[src/host_mac_regs.svh]
// register offsets, field positions, reset values and timing counts of the host mac control block
`ifndef HOST_MAC_REGS_SVH
`define HOST_MAC_REGS_SVH
// ****************************************
// register byte addresses
// ****************************************
`define CTRL_ADDR 12'h000
`define STATUS_ADDR 12'h004
// ****************************************
// control fields
// ****************************************
`define PAD_STRIP_BIT 8
`define BACKOFF_SEL_MSB 7
`define BACKOFF_SEL_LSB 6
`define DEFER_CHK_BIT 5
`define TX_EN_BIT 3
`define RX_EN_BIT 2
`define CTRL_WMASK 32'h000001EC
`define CTRL_RESET 32'h00000000
// ****************************************
// timing and frame counts
// ****************************************
`define SLOT_LAST_BIT 9'h1FF
`define DEFER_LIMIT_BITS 16'h5EE0
`define ATTEMPT_LIMIT 5'h10
`define MIN_PAYLOAD 16'h002E
`define HEADER_BYTES 11'h00E
`define LEN_HI_IDX 11'h00C
`define LEN_LO_IDX 11'h00D
`endif

[src/host_mac_pkg.sv]
// types shared by the host mac control block
package host_mac_pkg;
  // one byte of a frame stream
  typedef struct packed {
    logic       valid;
    logic       last;
    logic [7:0] data;
  } byte_stream_s;
  // transmit sequencing states
  typedef enum logic [3:0] {
    TX_IDLE    = 4'h1,
    TX_DEFER   = 4'h2,
    TX_SEND    = 4'h4,
    TX_BACKOFF = 4'h8
  } tx_state_e;
endpackage : host_mac_pkg

[src/backoff_lfsr.sv]
// free running shift register that feeds the random backoff count
`timescale 1ns/1ns
module backoff_lfsr #(
  parameter logic [15:0] SEED = 16'hACE1  // any non-zero start value
) (
  input  wire logic        core_clk,
  input  wire logic        reset_n,
  output logic [15:0]      state_q
);
  // ****************************************
  // galois register, taps 16 14 13 11
  // ****************************************
  wire logic [15:0] shifted = {1'b0, state_q[15:1]};  // plain shift
  wire logic [15:0] state_d = state_q[0] ? (shifted ^ 16'hB400) : shifted;
  // step every cycle so the draw depends on timing
  always_ff @(posedge core_clk) begin
    if (!reset_n) begin
      state_q <= SEED;
    end else begin
      state_q <= state_d;
    end
  end
endmodule : backoff_lfsr

[src/host_mac_tx_rx_control.sv]
// host mac control register with receive stripping, transmit backoff, deferral check and enables
`timescale 1ns/1ns
// Notes on behaviour
// - strip pad when length below 46
// - strip check sequence along with pad
// - long frames pass unchanged with check sequence
// - stripping off passes every frame whole
// - backoff random r below two to K
// - shift register bits give backoff count
// - one slot equals 512 bit times
// - abort after deferring over 24288 bits
// - defer counted only while carrier blocks
// - deferral timer restarts after each backoff
// - check off means no deferral aborts
// - transmit only while transmit enable set; a send or backoff under way runs on after it clears
// - receive only while receive enable set; enable is sampled at the first byte, so an admitted frame completes
module host_mac_tx_rx_control
  import host_mac_pkg::*;
#(
  parameter int          CLK_MHZ   = 125,      // core clock rate
  parameter int          BIT_MHZ   = 100,      // link bit rate
  parameter logic [15:0] LFSR_SEED = 16'hACE1  // backoff start value
) (
  input  wire logic         core_clk,
  input  wire logic         reset_n,
  input  wire logic [11:0]  paddr,
  input  wire logic         psel,
  input  wire logic         penable,
  input  wire logic         pwrite,
  input  wire logic [31:0]  pwdata,
  input  wire logic [3:0]   pstrb,
  output logic [31:0]       prdata,
  output logic              pready,
  output logic              pslverr,
  input  wire byte_stream_s rx_in,
  output byte_stream_s      rx_out,
  input  wire logic         tx_frame_pending,
  input  wire logic         carrier_sense,
  input  wire logic         tx_collision,
  input  wire logic         tx_frame_done,
  output logic              tx_active,
  output logic              tx_attempt,
  output logic              tx_abort_deferral,
  output logic              tx_abort_retries,
  output logic              tx_complete
);
  `include "host_mac_regs.svh"

  // ****************************************
  // control and status registers
  // ****************************************
  logic [31:0] ctrl_q;    // control word
  logic [31:0] prdata_q;  // read data captured at setup
  tx_state_e   state_q;   // transmit sequencer
  logic [4:0]  retry_q;   // collisions on current frame
  logic        last_def_q;  // last frame dropped for deferral
  logic        last_ret_q;  // last frame dropped for retries

  wire logic       pad_strip_enable      = ctrl_q[`PAD_STRIP_BIT];
  wire logic [1:0] backoff_limit_select  = ctrl_q[`BACKOFF_SEL_MSB:`BACKOFF_SEL_LSB];
  wire logic       deferral_check_enable = ctrl_q[`DEFER_CHK_BIT];
  wire logic       transmit_enable       = ctrl_q[`TX_EN_BIT];
  wire logic       receive_enable        = ctrl_q[`RX_EN_BIT];

  // bus decode
  wire logic ctrl_hit   = (paddr == `CTRL_ADDR);
  wire logic status_hit = (paddr == `STATUS_ADDR);
  wire logic mapped     = ctrl_hit || status_hit;
  wire logic setup      = psel && !penable;
  wire logic access     = psel && penable;
  wire logic ctrl_wr    = access && pwrite && ctrl_hit;
  // byte lanes limited to writable bits
  wire logic [31:0] lane_mask = {{8{pstrb[3]}}, {8{pstrb[2]}}, {8{pstrb[1]}}, {8{pstrb[0]}}};
  wire logic [31:0] wmask     = lane_mask & `CTRL_WMASK;
  wire logic [31:0] ctrl_d    = (ctrl_q & ~wmask) | (pwdata & wmask);
  // status word shows sequencer state
  wire logic [31:0] status_word = {19'h00000, retry_q, 2'h0, last_ret_q, last_def_q,
                                   state_q};
  wire logic [31:0] read_word = ctrl_hit ? (ctrl_q & `CTRL_WMASK) :
                                status_hit ? status_word : 32'h00000000;

  // zero wait slave, error on unmapped access
  assign pready  = 1'b1;
  assign pslverr = access && !mapped;
  assign prdata  = prdata_q;

  // control register write
  always_ff @(posedge core_clk) begin
    if (!reset_n) begin
      ctrl_q <= `CTRL_RESET;
    end else if (ctrl_wr) begin
      ctrl_q <= ctrl_d;
    end
  end

  // read data captured in setup, stable through access
  always_ff @(posedge core_clk) begin
    if (!reset_n) begin
      prdata_q <= 32'h00000000;
    end else if (setup) begin
      prdata_q <= pwrite ? 32'h00000000 : read_word;
    end
  end

  // ****************************************
  // receive gating at frame boundaries
  // ****************************************
  logic in_frame_q;  // middle of a received frame
  logic accept_q;    // current frame admitted
  // decide admission on the first byte only, so no frame is cut
  wire logic admit = in_frame_q ? accept_q : receive_enable;
  byte_stream_s rx_gated;  // stream after enable gating
  assign rx_gated = '{valid: rx_in.valid && admit, last: rx_in.last, data: rx_in.data};

  // track frame boundary and admission
  always_ff @(posedge core_clk) begin
    if (!reset_n) begin
      in_frame_q <= 1'b0;
      accept_q   <= 1'b0;
    end else if (rx_in.valid) begin
      in_frame_q <= !rx_in.last;
      accept_q   <= admit;
    end
  end

  // pad and check sequence stripping
  rx_pad_strip u_strip (
    .core_clk (core_clk),
    .reset_n  (reset_n),
    .strip_en (pad_strip_enable),
    .in_byte  (rx_gated),
    .out_byte (rx_out)
  );

  // ****************************************
  // bit time enable from the core clock
  // ****************************************
  logic [7:0] acc_q;  // fractional bit phase
  wire logic [8:0] acc_sum = {1'b0, acc_q} + 9'(BIT_MHZ);
  wire logic       bit_tick = (acc_sum >= 9'(CLK_MHZ));  // one bit time elapsed
  wire logic [7:0] acc_d = bit_tick ? 8'(acc_sum - 9'(CLK_MHZ)) : acc_sum[7:0];

  // phase accumulator
  always_ff @(posedge core_clk) begin
    if (!reset_n) begin
      acc_q <= 8'h00;
    end else begin
      acc_q <= acc_d;
    end
  end

  // ****************************************
  // backoff draw
  // ****************************************
  logic [15:0] lfsr_q;  // random source

  backoff_lfsr #(
    .SEED (LFSR_SEED)
  ) u_lfsr (
    .core_clk (core_clk),
    .reset_n  (reset_n),
    .state_q  (lfsr_q)
  );

  // mask of K low bits, K the least of retries, 10 and the limit cap
  function automatic logic [9:0] backoff_mask(input logic [4:0] n, input logic [1:0] sel);
    logic [3:0] cap;
    logic [3:0] k;
    case (sel)
      2'h0:    cap = 4'hA;  // full ten bit range
      2'h1:    cap = 4'h8;
      2'h2:    cap = 4'h4;
      default: cap = 4'h1;
    endcase
    k = (n > {1'b0, cap}) ? cap : n[3:0];
    backoff_mask = 10'((11'h001 << k) - 11'h001);
  endfunction : backoff_mask

  // ****************************************
  // transmit sequencer
  // ****************************************
  tx_state_e   state_d;
  logic [15:0] defer_q;   // deferral in bit times
  logic [15:0] defer_d;
  logic [4:0]  retry_d;
  logic [9:0]  slots_q;   // slots still to wait
  logic [9:0]  slots_d;
  logic [8:0]  sbit_q;    // bit inside the current slot
  logic [8:0]  sbit_d;
  logic        attempt_d;
  logic        abort_def_d;
  logic        abort_ret_d;
  logic        complete_d;

  wire logic defer_over = deferral_check_enable && (defer_q > `DEFER_LIMIT_BITS);
  wire logic [4:0] retry_inc = retry_q + 5'h01;
  wire logic [9:0] draw = lfsr_q[9:0] & backoff_mask(retry_inc, backoff_limit_select);

  // next state and counters
  always_comb begin
    state_d     = state_q;
    defer_d     = defer_q;
    retry_d     = retry_q;
    slots_d     = slots_q;
    sbit_d      = sbit_q;
    attempt_d   = 1'b0;
    abort_def_d = 1'b0;
    abort_ret_d = 1'b0;
    complete_d  = 1'b0;
    case (state_q)
      TX_IDLE: begin
        // a new frame starts only when enabled
        if (transmit_enable && tx_frame_pending) begin
          state_d = TX_DEFER;
          defer_d = 16'h0000;
          retry_d = 5'h00;
        end
      end
      TX_DEFER: begin
        if (!transmit_enable) begin
          state_d = TX_IDLE;
        end else if (carrier_sense) begin
          if (defer_over) begin
            state_d     = TX_IDLE;
            abort_def_d = 1'b1;
          end else if (bit_tick && defer_q != 16'hFFFF) begin
            defer_d = defer_q + 16'h0001;
          end
        end else begin
          state_d   = TX_SEND;
          attempt_d = 1'b1;
        end
      end
      TX_SEND: begin
        if (tx_collision) begin
          retry_d = retry_inc;
          if (retry_inc == `ATTEMPT_LIMIT) begin
            state_d     = TX_IDLE;
            abort_ret_d = 1'b1;
          end else begin
            state_d = TX_BACKOFF;
            slots_d = draw;
            sbit_d  = 9'h000;
          end
        end else if (tx_frame_done) begin
          state_d    = TX_IDLE;
          complete_d = 1'b1;
        end
      end
      TX_BACKOFF: begin
        if (slots_q == 10'h000) begin
          state_d = TX_DEFER;
          defer_d = 16'h0000;
        end else if (bit_tick) begin
          if (sbit_q == `SLOT_LAST_BIT) begin
            sbit_d  = 9'h000;
            slots_d = slots_q - 10'h001;
          end else begin
            sbit_d = sbit_q + 9'h001;
          end
        end
      end
      default: begin
        state_d = TX_IDLE;
      end
    endcase
  end

  // sequencer registers
  always_ff @(posedge core_clk) begin
    if (!reset_n) begin
      state_q <= TX_IDLE;
      defer_q <= 16'h0000;
      retry_q <= 5'h00;
      slots_q <= 10'h000;
      sbit_q  <= 9'h000;
    end else begin
      state_q <= state_d;
      defer_q <= defer_d;
      retry_q <= retry_d;
      slots_q <= slots_d;
      sbit_q  <= sbit_d;
    end
  end

  // event pulses and last outcome flags
  always_ff @(posedge core_clk) begin
    if (!reset_n) begin
      tx_attempt        <= 1'b0;
      tx_abort_deferral <= 1'b0;
      tx_abort_retries  <= 1'b0;
      tx_complete       <= 1'b0;
      last_def_q        <= 1'b0;
      last_ret_q        <= 1'b0;
    end else begin
      tx_attempt        <= attempt_d;
      tx_abort_deferral <= abort_def_d;
      tx_abort_retries  <= abort_ret_d;
      tx_complete       <= complete_d;
      if (abort_def_d || abort_ret_d || complete_d) begin
        last_def_q <= abort_def_d;
        last_ret_q <= abort_ret_d;
      end
    end
  end

  assign tx_active = (state_q == TX_SEND);
endmodule : host_mac_tx_rx_control

[src/rx_pad_strip.sv]
// removes pad and check sequence from short received frames
`timescale 1ns/1ns
module rx_pad_strip
  import host_mac_pkg::*;
(
  input  wire logic         core_clk,
  input  wire logic         reset_n,
  input  wire logic         strip_en,
  input  wire byte_stream_s in_byte,
  output byte_stream_s      out_byte
);
  `include "host_mac_regs.svh"
  logic [10:0] idx_q;     // byte position inside the frame
  logic [7:0]  len_hi_q;  // upper length byte
  logic [15:0] len_q;     // full length field
  // length seen at the low length byte itself
  wire logic [15:0] len_now = (idx_q == `LEN_LO_IDX) ? {len_hi_q, in_byte.data} : len_q;
  wire logic        short_frame = (idx_q >= `LEN_LO_IDX) && (len_now < `MIN_PAYLOAD);
  wire logic [10:0] last_keep = `LEN_LO_IDX + len_now[10:0];  // last payload byte
  wire logic        stripping = strip_en && short_frame;
  // drop pad and check sequence past the payload
  wire logic keep = !stripping || (idx_q <= last_keep);
  wire logic cut_last = stripping && (idx_q == last_keep);
  // ****************************************
  // frame position and length capture
  // ****************************************
  always_ff @(posedge core_clk) begin
    if (!reset_n) begin
      idx_q    <= 11'h000;
      len_hi_q <= 8'h00;
      len_q    <= 16'hFFFF;
    end else if (in_byte.valid) begin
      idx_q <= in_byte.last ? 11'h000 : idx_q + 11'h001;
      if (idx_q == `LEN_HI_IDX) len_hi_q <= in_byte.data;
      if (idx_q == `LEN_LO_IDX) len_q <= len_now;
      if (in_byte.last) len_q <= 16'hFFFF;
    end
  end
  // registered output stage
  always_ff @(posedge core_clk) begin
    if (!reset_n) begin
      out_byte <= '0;
    end else begin
      out_byte.valid <= in_byte.valid && keep;
      out_byte.last  <= in_byte.last || cut_last;
      out_byte.data  <= in_byte.data;
    end
  end
endmodule : rx_pad_strip
[config.mk]
export PLATFORM = sky130hd
export DESIGN_NAME = host_mac_tx_rx_control
export DESIGN_NICKNAME = d
export VERILOG_FILES = /design/src/host_mac_pkg.sv /design/src/backoff_lfsr.sv /design/src/host_mac_tx_rx_control.sv /design/src/rx_pad_strip.sv
export VERILOG_INCLUDE_DIRS = /design/src /design/src/src
export SDC_FILE = /design/constraint.sdc
export NUM_CORES = 1
export LEC_CHECK = 0
export BUFFER_PORTS_ARGS = -buffer_cell sky130_fd_sc_hd__buf_4
export CAP_MARGIN = 20
export CORE_ASPECT_RATIO = 0.5
export CORE_MARGIN = 5
export CORE_UTILIZATION = 40
export DETAILED_ROUTE_END_ITERATION = 10
export HOLD_SLACK_MARGIN = 0.05
export SLEW_MARGIN = 0
export SYNTH_ARGS = -nofsm -noshare
export SYNTH_HDL_FRONTEND = slang
export SYNTH_SLANG_ARGS = --single-unit
[constraint.sdc]
create_clock -name core_clk -period 5.27 [get_ports core_clk]
set_input_delay 0.7905 -clock core_clk [delete_from_list [all_inputs] [get_ports core_clk]]
set_output_delay 0.7905 -clock core_clk [all_outputs]
set_load 0.005 [all_outputs]
* Word-level counts from Yosys, hierarchy flattened *
Index checks and enable logic that the tools add are counted.

cells by class
  add/sub/neg operators = 9
  multiply operators = 0
  div/mod/pow operators = 0
  $lt $le $gt $ge = 6
  equality and inequality tests = 26
  shift operators = 1
  muxes and demuxes = 54
  bitwise gates (word level) = 6
  reductions and logical operators = 37

operators with widths
  cell                   number
  $mux 16                10
  $mux 10                5
  $pmux 16 s3            1
  $mux 9                 5
  $mux 13                3
  $mux 4                 9
  $and 32x32->32         1
  $and 32x9->32          1
  $not 9->32             1
  $or 32x32->32          1
  $eq 11x4->1 const B    2
  $ne 2x2->1 const B     11
  $pmux 10 s2            1
  $sub 10x1->10 const B  2
  $pmux 9 s2             1
  $add 16x1->16 const B  1
  $gt 16x15->1 const B   1
  $lt 16x6->1 const B    1
  $ne 16x16->1 const B   1
  $pmux 4 s4             1
  $logic_and 1x1->1      13
  $eq 12x3->1 const B    1
  $logic_not 12->1       1
  $mux 1                 12
  other kinds (41)       53

storage, ports and cells
  flip-flop bits (word level) = 185
  bits in latches = 0
  memory bits (writable) = 0
  bits in read-only memories = 0
  bits of input ports = 67
  output and inout port bits = 49
  memories kept = 0

* Depth between registers and ports, before layout *
Gate-level depths: netlist of the first run.

  depth in word-level cells = 10
  mapped depth = 18

* Modules after synthesis *
From an unflattened synthesis of the first run, not the netlist that was laid out.

unflattened totals
  cell total of the unflattened synthesis = 943
  area, all modules = 7692.4 um^2

by module, submodules not included
  module                  instances  cells an instance  area each (um^2)  sequential area each (um^2)
  host_mac_tx_rx_control  1          601                4698.3            1581.5
  rx_pad_strip            1          293                2443.6            900.9
  backoff_lfsr            1          49                 550.5             320.3

* Worst setup path before layout of the first run *
OpenSTA, ideal clock, no wires.

  kind = register to register
  from = register u_strip.idx_q[7]
  to = register u_strip.out_byte[9] (netlist bit)
  setup time = 0.091 ns
  arrival = 3.772 ns
  data required time = 5.179 ns
  setup slack = 1.407 ns
  stages on the path, launching flop included = 18
  path buffers = 2
  cell sequence = dfxtp_1 or4_1 nor4_2 nand4_1 clkbuf_1 buf_1 mux2_2 ha_1 inv_1 ha_1 nor2b_1 o21a_1 o21a_1 o21a_1 o21a_1 o2111ai_1 nand3_1 a311oi_1

between the ends
  cells in the longest elaborated chain, start to end = 8
  elaborated cells between the ends (all ways) = 11
  classes of those cells = add/sub (1); order compare (3); eq/ne (1); mux (1); reduce/logical (5)

ends and longest elaborated chain
  element                                                RTL line            RTL
  start: declaration                                     rx_pad_strip.sv:13  logic [10:0] idx_q;
  start signal: assignment                               rx_pad_strip.sv:33  idx_q <= in_byte.last ? 11'h000 : idx_q + 11'h001;
  branches (longest 6 deep; another with $add 4x11->11)  n/a
  $logic_or 1x1->1 *                                     rx_pad_strip.sv:22  wire logic keep = !stripping || (idx_q <= last_keep);
  $logic_and 1x1->1 *                                    rx_pad_strip.sv:44  out_byte.valid <= in_byte.valid && keep;
  end: declaration                                       rx_pad_strip.sv:10  output byte_stream_s out_byte

Mark *: on every way between the ends.
A chain may end at the register's enable or synchronous reset.

* Worst setup path after layout of the first run *
Ends and elaborated chain as after synthesis.

==> impl_metrics.json, run 1 <==
{
  "p_sw_share_pct": 27.7,
  "grt_util_all_layers_pct": 16.3,
  "final_core_utilization_pct": 48.2,
  "routed-via-count": 6104,
  "drt_via_density": 5.24,
  "timing.hold.ws_ns": 0.417,
  "outcome": "finished, final reports clean",
  "met2_length_microns": 7730,
  "vdd_drop_max_mv": 0.212,
  "ctsHoldBuffers": 0,
  "hold_viol_final": 0,
  "synth_sequential_area_ratio_pct": 38.6,
  "cp_slowest_stage_delay_ns": 0.55,
  "seqPwrFrac_pct": 43.3,
  "syn-mean-instance-area_sq_um": 8.42,
  "core_sq_mm": 0.0176,
  "clockPowerShare_pct": 45.2,
  "ys.flop_type": "sky130_fd_sc_hd__dfxtp_1",
  "tightestPinTransition_ns": 1.01,
  "place_ws_ns": 1.21,
  "setup_total_negative_slack_ns": 0,
  "power.switching_uw": 727,
  "die_h_microns": 105,
  "grt_max_degree": 60,
  "crit_fanout": 31,
  "drt_first_iter_violations": 363,
  "power.leakage_nw": 3.47,
  "die_w_microns": 200,
  "clock_latency_ns": 0.43,
  "cts-htree-levels": 4,
  "synthesis.area_sq_mm": 0.00725,
  "antenna_found_initial": 0,
  "via_count_of_the_first_global_routing_pass": 5787,
  "slew_headroom_pct": 32.3,
  "area_growth_syn_to_layout_pct": 16.7,
  "cp_common_cell": "sky130_fd_sc_hd__ha_1",
  "seqCellArea_sq_mm": 0.00280,
  "drc": 0,
  "critical_path_class": "register to register",
  "synth-async-reset-ratio_pct": 0,
  "tritoncts": "built",
  "total_clock_buffers_created_by_cts": 17,
  "wl_met1_microns": 8600,
  "critical_path.cell_chain": "or4_1, nor4_2, nand4_1, buf_4, mux2_2, ha_1, o21ai_1, nand2b_1, xnor2_1, ha_1, a2111oi_0, nand3_1, a311oi_1",
  "buffer_ports.inserted": 67,
  "p_comb_share_pct": 11.4,
  "synthCells": 861,
  "powerDensity_mw_per_mm2": 310,
  "post-route-min-period_ns": 4.08,
  "cts.root.buffer_cell": "sky130_fd_sc_hd__clkbuf_16",
  "critPathTopFamily": "simple AND/OR/NAND/NOR gates",
  "timing.critical_path.from_type": "register",
  "cts.repair.resized": 0,
  "initial_utilization_pct": 41.3,
  "synth_enable_flop_cells": 0,
  "mostFrequentLayoutCell": "sky130_fd_sc_hd__dfxtp_1",
  "power.internal_mw": 1.90,
  "wl_met3_microns": 751,
  "clockBufferDepth": 2,
  "cp.arrival_ns": 4.39,
  "rsz0062_at_grt": "false",
  "std_cell_rows": 34,
  "hold_path.class": "register to register",
  "grt_first_pass_wirelength_microns": 28700,
  "yosys_warnings": 0,
  "max_freq_ghz": 0.245,
  "final_critical_path_setup_slack_ns": 1.19,
  "detail_route.wl_per_cell_microns": 14.9,
  "grt_overflow_total": 0,
  "antennaDiodeCount": 0,
  "detail_route.first_pass.iterations": 5,
  "mostFrequentLayoutCells": "140 x sky130_fd_sc_hd__dfxtp_1, 102 x sky130_fd_sc_hd__nor2_1, 83 x sky130_fd_sc_hd__nand2_1, 72 x sky130_fd_sc_hd__buf_4, 50 x sky130_fd_sc_hd__nand3_1",
  "synth.ff_latch_count": 140,
  "cp_slowest_cell": "sky130_fd_sc_hd__or4_1",
  "antenna_left": 0,
  "timing.final.setup_violations": 0,
  "finish.net_count": 1014,
  "path_clk_slew_ns": 0.07,
  "timing.max_cap.violations": 0,
  "post_cts_buffers": 0,
  "floorplan.io_pins": 116,
  "topRoutingLayerUsed": "met4",
  "die_area_sq_mm": 0.0211,
  "sink_count": 140,
  "fill_cells": 1705,
  "layout_skew_ns": 0.00756,
  "worst_setup_path_end_kind": "register",
  "critical_path.n_buffers_inverters": 1,
  "dp_hpwl_microns": 12200,
  "finalWirelength_microns": 17300,
  "proportion_of_layout_cells_with_a_drive_suffix_above_1_pct": 14.3,
  "multi_input_comb_area_sq_mm": 0.00416,
  "synth.distinct_cells": 75,
  "cp_data_required_time_ns": 5.58,
  "globalplace.congestion": 0.825,
  "timing.final.crit_share_pct": 77.5,
  "final-max-slew-violation-count": 0
}
## through the flow
stage | area (sq um) | std cells | power [mW]
after floorplan | 7320 | 879 | 1.38
after global placement | 7880 | 1131 | 1.45
after detailed placement | 7880 | 1131 | 1.46
after CTS | 8460 | 1163 | 2.65
final | 8470 | 1164 | 2.62
after global routing | 8470 | 1164 | 2.73
## state kept, by name (all words and copies together) (netlist names), 4 cells and up, named ones only
name	count
acc_q	8
defer_q	16
prdata	13
retry_q	5
sbit_q	9
slots_q	10
state_q	4
u_lfsr.state_q	16
u_strip.idx_q	11
u_strip.len_hi_q	8
u_strip.len_q	16
u_strip.out_byte	10
## Yosys cell counts, types with 11 or more instances
master	number	area, sq um
sky130_fd_sc_hd__o21ai_0	24	120
sky130_fd_sc_hd__and2_1	21	131
sky130_fd_sc_hd__and3_1	19	119
sky130_fd_sc_hd__xnor2_1	21	184
sky130_fd_sc_hd__inv_1	24	90.1
sky130_fd_sc_hd__nor3_1	28	140
sky130_fd_sc_hd__buf_4	20	150
sky130_fd_sc_hd__nand2b_1	13	81.3
sky130_fd_sc_hd__mux2i_1	22	220
sky130_fd_sc_hd__nand2_1	83	312
sky130_fd_sc_hd__ha_1	30	375
sky130_fd_sc_hd__clkbuf_1	24	90.1
sky130_fd_sc_hd__nand3_1	50	250
sky130_fd_sc_hd__dfxtp_1	140	2800
sky130_fd_sc_hd__nor4_1	11	68.8
sky130_fd_sc_hd__a21oi_1	34	170
sky130_fd_sc_hd__nor2_1	102	383
sky130_fd_sc_hd__o21a_1	13	97.6
sky130_fd_sc_hd__xor2_1	36	315
sky130_fd_sc_hd__nand4_1	16	100
## power groups by stage
stage               sequential (mW)  clock [mW]  combinational [mW]
CTS                            1.14        1.21               0.302
global route                   1.14        1.25               0.335
floorplan                      1.15           0               0.230
global placement               1.16           0               0.293
finish                         1.14        1.19               0.299
detailed placement             1.16           0               0.300
## per-layer routing
metal	global-route usage [%]	vias to the layer above
met5	0	-
li1	-	3121
met2	26.5	100
met3	4.23	19
met1	21.6	2864
met4	4.66	0
## cell type report
type	count	area share, %
Sequential cell	140	33.1
Clock inverter	15	1.83
Multi-Input combinational cell	661	49.1
Tap cell	234	3.46
Inverter	25	1.11
Timing Repair Buffer	72	6.38
Clock buffer	17	5.03
## worst paths after layout
check | startpoint | endpoint | slack (ns) | depth (start not counted)
max | u_strip.idx_q[7] | u_strip.out_byte[9] | 1.19 | 13
min | u_lfsr.state_q[12] | u_lfsr.state_q[11] | 0.42 | 1
max reg2reg | u_strip.idx_q[7] | u_strip.out_byte[9] | 1.19 | 13
min reg2reg | u_lfsr.state_q[12] | u_lfsr.state_q[11] | 0.42 | 1
## cells by family (layout without fill, tap and decap cells)
| logic type | after synthesis | after routing | synth area share [%] |
|---|---|---|---|
| other | 2 | 20 | 0.104 |
| xor gates and xnor gates | 58 | 58 | 7.11 |
| adders and majority gates | 31 | 31 | 5.31 |
| muxes | 26 | 26 | 3.66 |
| buffers and inverters | 78 | 129 | 5.16 |
| AOI/OAI and AO/OA | 147 | 147 | 14.0 |
| and+or+nand+nor | 379 | 379 | 26.0 |
| DFF | 140 | 140 | 38.6 |
No activity file was read; power rests on OpenSTA's default activity.
==> run 2: changes to the inputs <==
==> constraint.sdc (replaced) <==
create_clock -name core_clk -period 3.4 [get_ports core_clk]
set_input_delay 0.51 -clock core_clk [delete_from_list [all_inputs] [get_ports core_clk]]
set_output_delay 0.51 -clock core_clk [all_outputs]
set_load 0.005 [all_outputs]
==> run 2 against run 1 <==
Net effect:
- the flow now finishes with violations (negative setup slack)
- final area up 4.0%
- clock skew down 0.00085 ns
- non-clock buffer count up 34
- first-iteration DRC count down 28%
- total power up 59%
- combinational power up 61%
- cell count up 2.9%
==> impl_metrics.json, run 2 (synthesis gave the netlist of run 1 again) <==
{
  "finish.net_count": 1048,
  "die_w_microns": 200,
  "cp_slowest_stage_delay_ns": 0.54,
  "cp_data_required_time_ns": 3.73,
  "drt_first_iter_violations": 261,
  "path_clk_slew_ns": 0.06,
  "hold_viol_final": 0,
  "p_comb_share_pct": 11.5,
  "timing.critical_path.from_type": "register",
  "drt_via_density": 5.23,
  "dpl-instance-area_sq_mm": 0.00812,
  "buffer_ports.inserted": 67,
  "critical_path.cell_chain": "or4_4, nor4_4, nand4_1, buf_4, buf_6, nor3_1, a21oi_2, o21ai_2, nand2b_1, xnor2_1, ha_1, a2111oi_1, nand3_1, a311oi_1",
  "clockPowerShare_pct": 46.2,
  "mostFrequentLayoutCells": "138 x sky130_fd_sc_hd__dfxtp_1, 105 x sky130_fd_sc_hd__buf_4, 102 x sky130_fd_sc_hd__nor2_1, 83 x sky130_fd_sc_hd__nand2_1, 50 x sky130_fd_sc_hd__nand3_1",
  "drc": 0,
  "layout_top_registers": "defer_q (16), u_lfsr.state_q (16), u_strip.len_q (16)",
  "grt_overflow_total": 0,
  "globalplace.congestion": 0.879,
  "layout_skew_ns": 0.00671,
  "critical_path_class": "register to register",
  "seqPwrFrac_pct": 42.2,
  "die_h_microns": 105,
  "timing.hold.ws_ns": 0.287,
  "r2r_setup_slack_ns": -0.22,
  "power.leakage_nw": 3.66,
  "clockBufferDepth": 2,
  "setup_total_negative_slack_ns": -0.289,
  "layout.cell_area.non_filler_sq_mm": 0.00880,
  "rsz0062_at_grt": "true",
  "cp.arrival_ns": 3.95,
  "max_freq_ghz": 0.276,
  "ctsHoldBuffers": 0,
  "post-route-min-period_ns": 3.62,
  "timing.final.crit_share_pct": 106,
  "detail_route.wl_per_cell_microns": 14.9,
  "total_clock_buffers_created_by_cts": 17,
  "antenna_left": 0,
  "critical_path.n_buffers_inverters": 2,
  "tightestPinTransition_ns": 0.853,
  "antennaDiodeCount": 0,
  "sink_count": 140,
  "detail_route.first_pass.iterations": 5,
  "power.internal_mw": 3.10,
  "area_growth_syn_to_layout_pct": 21.4,
  "grt_util_all_layers_pct": 17.0,
  "finalWirelength_microns": 17900,
  "powerDensity_mw_per_mm2": 475,
  "outcome": "complete, but fails checks",
  "proportion_of_layout_cells_with_a_drive_suffix_above_1_pct": 18.2,
  "crit_fanout": 28,
  "routed-via-count": 6263,
  "power.switching_mw": 1.08,
  "floorplan.io_pins": 116,
  "antenna_found_initial": 0,
  "failed_checks": "negative setup slack",
  "final-max-slew-violation-count": 0,
  "die_area_sq_mm": 0.0211,
  "tritoncts": "built",
  "std_cell_rows": 34,
  "via_count_of_the_first_global_routing_pass": 6074,
  "hold_path.class": "input port to register",
  "fill_cells": 1671,
  "slew_headroom_pct": 43.1,
  "core_sq_mm": 0.0176,
  "timing.final.setup_violations": 2,
  "vdd_drop_max_mv": 0.290,
  "mostFrequentLayoutCell": "sky130_fd_sc_hd__dfxtp_1",
  "cp_slowest_cell": "sky130_fd_sc_hd__or4_4",
  "clock_latency_ns": 0.42,
  "dp_hpwl_microns": 12700,
  "worst_setup_path_end_kind": "register",
  "grt_first_pass_wirelength_microns": 29800,
  "p_sw_share_pct": 25.9,
  "cts.root.buffer_cell": "sky130_fd_sc_hd__clkbuf_16",
  "grt_max_degree": 47,
  "timing.max_cap.violations": 0,
  "critPathTopFamily": "simple AND/OR/NAND/NOR gates",
  "final_critical_path_setup_slack_ns": -0.221,
  "cts-htree-levels": 4,
  "initial_utilization_pct": 41.3
}
[run 2: repair_timing]
action	4_1_cts	5_1_grt
pin swaps	0	2
gates resized for setup	4	9
cloned	0	0
setup endpoints to repair	2	5
buffers inserted	1	2
[run 2: final timing paths]
path / endpoint / depth (start not counted) / startpoint
worst max register to register: u_strip.out_byte[9] / 14 / u_strip.idx_q[7]
worst min-delay path: tx_attempt / 2 / carrier_sense
worst max-delay path: u_strip.out_byte[9] / 14 / u_strip.idx_q[7]
worst min register to register: u_lfsr.state_q[11] / 1 / u_lfsr.state_q[12]
[run 2: through the flow]
stage / instances / utilization [%] / total power [mW] / setup slack (ns)
6_report: 1198 / 50.1 / 4.18 / -0.221
5_1_grt: 1198 / 50.1 / 4.37 / -0.432
4_1_cts: 1196 / 49.8 / 4.23 / -0.166
3_5_place_dp: 1163 / 46.2 / 2.28 / -0.212
3_3_place_gp: 1163 / 46.2 / 2.27 / -0.177
2_1_floorplan: 879 / - / 2.14 / -0.347
[run 2: layer usage]
metal | share of wire [%] | global-route usage (%)
met5 | 0 | 0
met4 | 1.9 | 6.28
met3 | 3.8 | 4.08
met2 | 46 | 27.9
met1 | 48 | 21.9
[run 2: power groups by stage]
| stage | sequential, mW | clock [mW] | combinational, mW |
|---|---|---|---|
| 3_3_place_gp | 1.80 | 0 | 0.473 |
| 3_5_place_dp | 1.80 | 0 | 0.482 |
| 4_1_cts | 1.76 | 1.98 | 0.484 |
| 5_1_grt | 1.77 | 2.06 | 0.537 |
| 6_report | 1.76 | 1.93 | 0.482 |
| 2_1_floorplan | 1.79 | 0 | 0.357 |
[run 2: cell type report]
cell class / instances / area [sq um] / share of cell area, %
sequential: 140 / 2810 / 31.9
clock buffer: 19 / 443 / 5.03
inverter: 25 / 93.8 / 1.07
timing repair buffer: 106 / 800 / 9.08
tap: 234 / 293 / 3.33
multi-input combinational: 661 / 4200 / 47.7
clock inverter: 13 / 166 / 1.89
==> run 3: changes to the inputs <==
--- a/config.mk
+++ b/config.mk
@@ -6,11 +6,13 @@
 export SDC_FILE = /design/constraint.sdc
 export NUM_CORES = 1
 export LEC_CHECK = 0
+export ABC_AREA = 1
 export BUFFER_PORTS_ARGS = -buffer_cell sky130_fd_sc_hd__buf_4
 export CAP_MARGIN = 20
 export CORE_ASPECT_RATIO = 0.5
 export CORE_MARGIN = 5
 export CORE_UTILIZATION = 40
+export CTS_CLUSTER_SIZE = 25
 export DETAILED_ROUTE_END_ITERATION = 10
 export HOLD_SLACK_MARGIN = 0.05
 export SLEW_MARGIN = 0
==> constraint.sdc (replaced) <==
create_clock -name core_clk -period 3.25 [get_ports core_clk]
set_input_delay 0.4875 -clock core_clk [delete_from_list [all_inputs] [get_ports core_clk]]
set_output_delay 0.4875 -clock core_clk [all_outputs]
set_load 0.005 [all_outputs]
==> run 3 against run 2 <==
Net effect:
- the run now ends clean
- count of clock-buffer cells in the layout is 1 lower
- area after synthesis increased by 3.6%
- clock skew up 0.0047 ns
- final area increased by 1.7%
- sequential power up 6%
- synthesized cell count grew 22%
- global-route usage grew 0.18 points
- hold slack got worse by 0.035 ns
- critical endpoint is now u_strip.out_byte[8]
==> impl_metrics.json, run 3 <==
{
  "drc": 0,
  "grt_overflow_total": 0,
  "mostFrequentLayoutCells": "166 x sky130_fd_sc_hd__nand2_1, 140 x sky130_fd_sc_hd__inv_1, 134 x sky130_fd_sc_hd__dfxtp_1, 95 x sky130_fd_sc_hd__nor2_1",
  "final_critical_path_setup_slack_ns": 0.122,
  "clockBufferDepth": 2,
  "synthesis.area_sq_mm": 0.00752,
  "grt_first_pass_wirelength_microns": 30900,
  "cts-htree-levels": 4,
  "die_area_sq_mm": 0.0218,
  "sink_count": 140,
  "clock_latency_ns": 0.42,
  "topRoutingLayerUsed": "met4",
  "area_growth_syn_to_layout_pct": 19.1,
  "drt_via_density": 4.92,
  "layout_skew_ns": 0.0114,
  "max_freq_ghz": 0.320,
  "cp.arrival_ns": 3.47,
  "detail_route.wl_per_cell_microns": 13.1,
  "finish.net_count": 1223,
  "place_ws_ns": 0.0290,
  "layout.cell_area.non_filler_sq_mm": 0.00895,
  "timing.hold.ws_ns": 0.252,
  "antennaDiodeCount": 0,
  "std_cell_rows": 35,
  "grt_max_degree": 41,
  "buffer_ports.inserted": 67,
  "yosys_warnings": 0,
  "hold_path.class": "input port to register",
  "tritoncts": "built",
  "total_clock_buffers_created_by_cts": 17,
  "synth_sequential_area_ratio_pct": 37.3,
  "outcome": "finished, final reports clean",
  "synth-async-reset-ratio_pct": 0,
  "finalWirelength_microns": 18300,
  "timing.max_cap.violations": 0,
  "final_core_utilization_pct": 48.6,
  "ctsHoldBuffers": 0,
  "synth_enable_flop_cells": 0,
  "tightestPinTransition_ns": 0.718,
  "rsz0062_at_grt": "true",
  "path_clk_slew_ns": 0.06,
  "wl_met1_microns": 8720,
  "synth.distinct_cells": 53,
  "synth_area_leaders": "sky130_fd_sc_hd__dfxtp_1 37%, sky130_fd_sc_hd__nand2_1 8.4%, sky130_fd_sc_hd__inv_1 7.2%",
  "core_sq_mm": 0.0184,
  "timing.final.crit_share_pct": 96.2,
  "syn-mean-instance-area_sq_um": 7.16,
  "post-route-min-period_ns": 3.13,
  "met2_length_microns": 8730,
  "grt_util_all_layers_pct": 17.1,
  "hold_viol_final": 0,
  "slew_headroom_pct": 52.1,
  "mostFrequentLayoutCell": "sky130_fd_sc_hd__nand2_1",
  "dp_hpwl_microns": 13500,
  "antenna_left": 0,
  "initial_utilization_pct": 40.8,
  "vdd_drop_max_mv": 0.299,
  "setup_total_negative_slack_ns": 0,
  "synthCells": 1050,
  "stdcell_count": 1397,
  "ys.flop_type": "sky130_fd_sc_hd__dfxtp_1",
  "via_count_of_the_first_global_routing_pass": 6541,
  "powerDensity_mw_per_mm2": 510,
  "die_w_microns": 204,
  "timing.critical_path.from_type": "register",
  "final-max-slew-violation-count": 0,
  "globalplace.congestion": 0.863,
  "synth.top_cell.area_share_pct": 37.3,
  "worst_setup_path_end_kind": "register",
  "cts.root.buffer_cell": "sky130_fd_sc_hd__clkbuf_16",
  "timing.final.setup_violations": 0,
  "routed-via-count": 6880,
  "critical_path_class": "register to register",
  "cp_data_required_time_ns": 3.60,
  "power.leakage_nw": 4.00,
  "wl_met3_microns": 589,
  "crit_fanout": 5,
  "synth_area_leader_cell": "sky130_fd_sc_hd__dfxtp_1",
  "drt_first_iter_violations": 446,
  "synth.ff_latch_count": 140,
  "floorplan.io_pins": 116,
  "total_power_mw": 4.57,
  "antenna_found_initial": 0,
  "proportion_of_layout_cells_with_a_drive_suffix_above_1_pct": 16.4,
  "dpl-instance-area_sq_mm": 0.00828,
  "fill_cells": 1829,
  "die_h_microns": 107,
  "synth.top_cells.by_count": "168 x sky130_fd_sc_hd__nand2_1, 144 x sky130_fd_sc_hd__inv_1, 140 x sky130_fd_sc_hd__dfxtp_1",
  "detail_route.first_pass.iterations": 5,
  "layout_top_registers": "defer_q (16), u_lfsr.state_q (16), u_strip.len_q (16)",
  "yosysMostFrequentCell": "sky130_fd_sc_hd__nand2_1",
  "numPlacedInstances": 1363
}
-- run 3: cell count changes in the layout (fill, tap and decap cells not counted), sizes merged, moves of 19 or more --
| cell | previous run | this run |
|---|---|---|
| xor2 | 37 | 18 |
| and2 | 21 | 0 |
| nand3 | 51 | 91 |
| buf | 106 | 86 |
| a21oi | 38 | 94 |
| mux2i | 22 | 2 |
| nand2 | 84 | 178 |
| o21ai | 28 | 67 |
| inv | 27 | 154 |
-- run 3: timing repair --
action,CTS,global route
setup buffers,0,3
setup endpoints to repair,0,5
resized for setup,0,29
-- run 3: layout make-up --
| class | count | area [sq um] | share of cell area, % |
|---|---|---|---|
| clock buffer | 18 | 429 | 4.79 |
| sequential | 140 | 2810 | 31.4 |
| timing repair buffer | 86 | 671 | 7.49 |
| multi-input combinational | 729 | 4000 | 44.7 |
| clock inverter | 13 | 144 | 1.61 |
| tap | 259 | 324 | 3.62 |
| inverter | 152 | 578 | 6.46 |
-- run 3: cells by family after synthesis --
logic type | count (synthesis) | synth area share [%]
buffers and inverters | 199 | 11.4
muxes | 2 | 0.266
xor gates and xnor gates | 23 | 2.68
other | 2 | 0.0999
DFF | 140 | 37.3
and+or+nand+nor | 447 | 27.3
adders and majority gates | 30 | 4.99
AOI/OAI and AO/OA | 207 | 16.0
-- run 3: report_power, final --
part | leakage, nW | switching (mW) | internal, mW | total (mW)
clock | 0.269 | 0.775 | 1.13 | 1.91
sequential | 1.14 | 0.0596 | 1.80 | 1.86
combinational | 2.59 | 0.520 | 0.285 | 0.806
-- run 3: worst max-delay path, cell delays in order, from the launching register on --
cell and delay, ns:
sky130_fd_sc_hd__dfxtp_1 0.35, sky130_fd_sc_hd__nor3_1 0.18, sky130_fd_sc_hd__inv_1 0.08, sky130_fd_sc_hd__nor2_2 0.14
sky130_fd_sc_hd__inv_2 0.08, sky130_fd_sc_hd__nor2_8 0.18, sky130_fd_sc_hd__buf_4 0.15, sky130_fd_sc_hd__buf_4 0.11
sky130_fd_sc_hd__o21bai_4 0.07, sky130_fd_sc_hd__ha_4 0.19, sky130_fd_sc_hd__o21ai_4 0.18, sky130_fd_sc_hd__nor2_1 0.06
sky130_fd_sc_hd__nand2_1 0.07, sky130_fd_sc_hd__nor2_1 0.05, sky130_fd_sc_hd__xor2_1 0.14, sky130_fd_sc_hd__ha_1 0.31
sky130_fd_sc_hd__nand2_1 0.08, sky130_fd_sc_hd__nor4_2 0.13, sky130_fd_sc_hd__nand4_1 0.14, sky130_fd_sc_hd__nand3b_1 0.22
sky130_fd_sc_hd__a21oi_2 0.16
-- run 3: per-layer routing --
metal	vias to the layer above	track usage, %
met4	0	5.24
met2	111	29.3
met5	-	0
met3	20	3.29
li1	3588	-
met1	3161	22.1
-- run 3: path summary, 6_finish.rpt --
| check | from | endpoint | slack [ns] | cells after the start |
|---|---|---|---|---|
| worst max-delay path | u_strip.idx_q[9] | u_strip.out_byte[8] | 0.12 | 20 |
| worst min-delay path | rx_in[9] | in_frame_q | 0.25 | 2 |
| worst max register to register | u_strip.idx_q[9] | u_strip.out_byte[8] | 0.12 | 20 |
| worst min register to register | u_lfsr.state_q[10] | u_lfsr.state_q[9] | 0.42 | 2 |
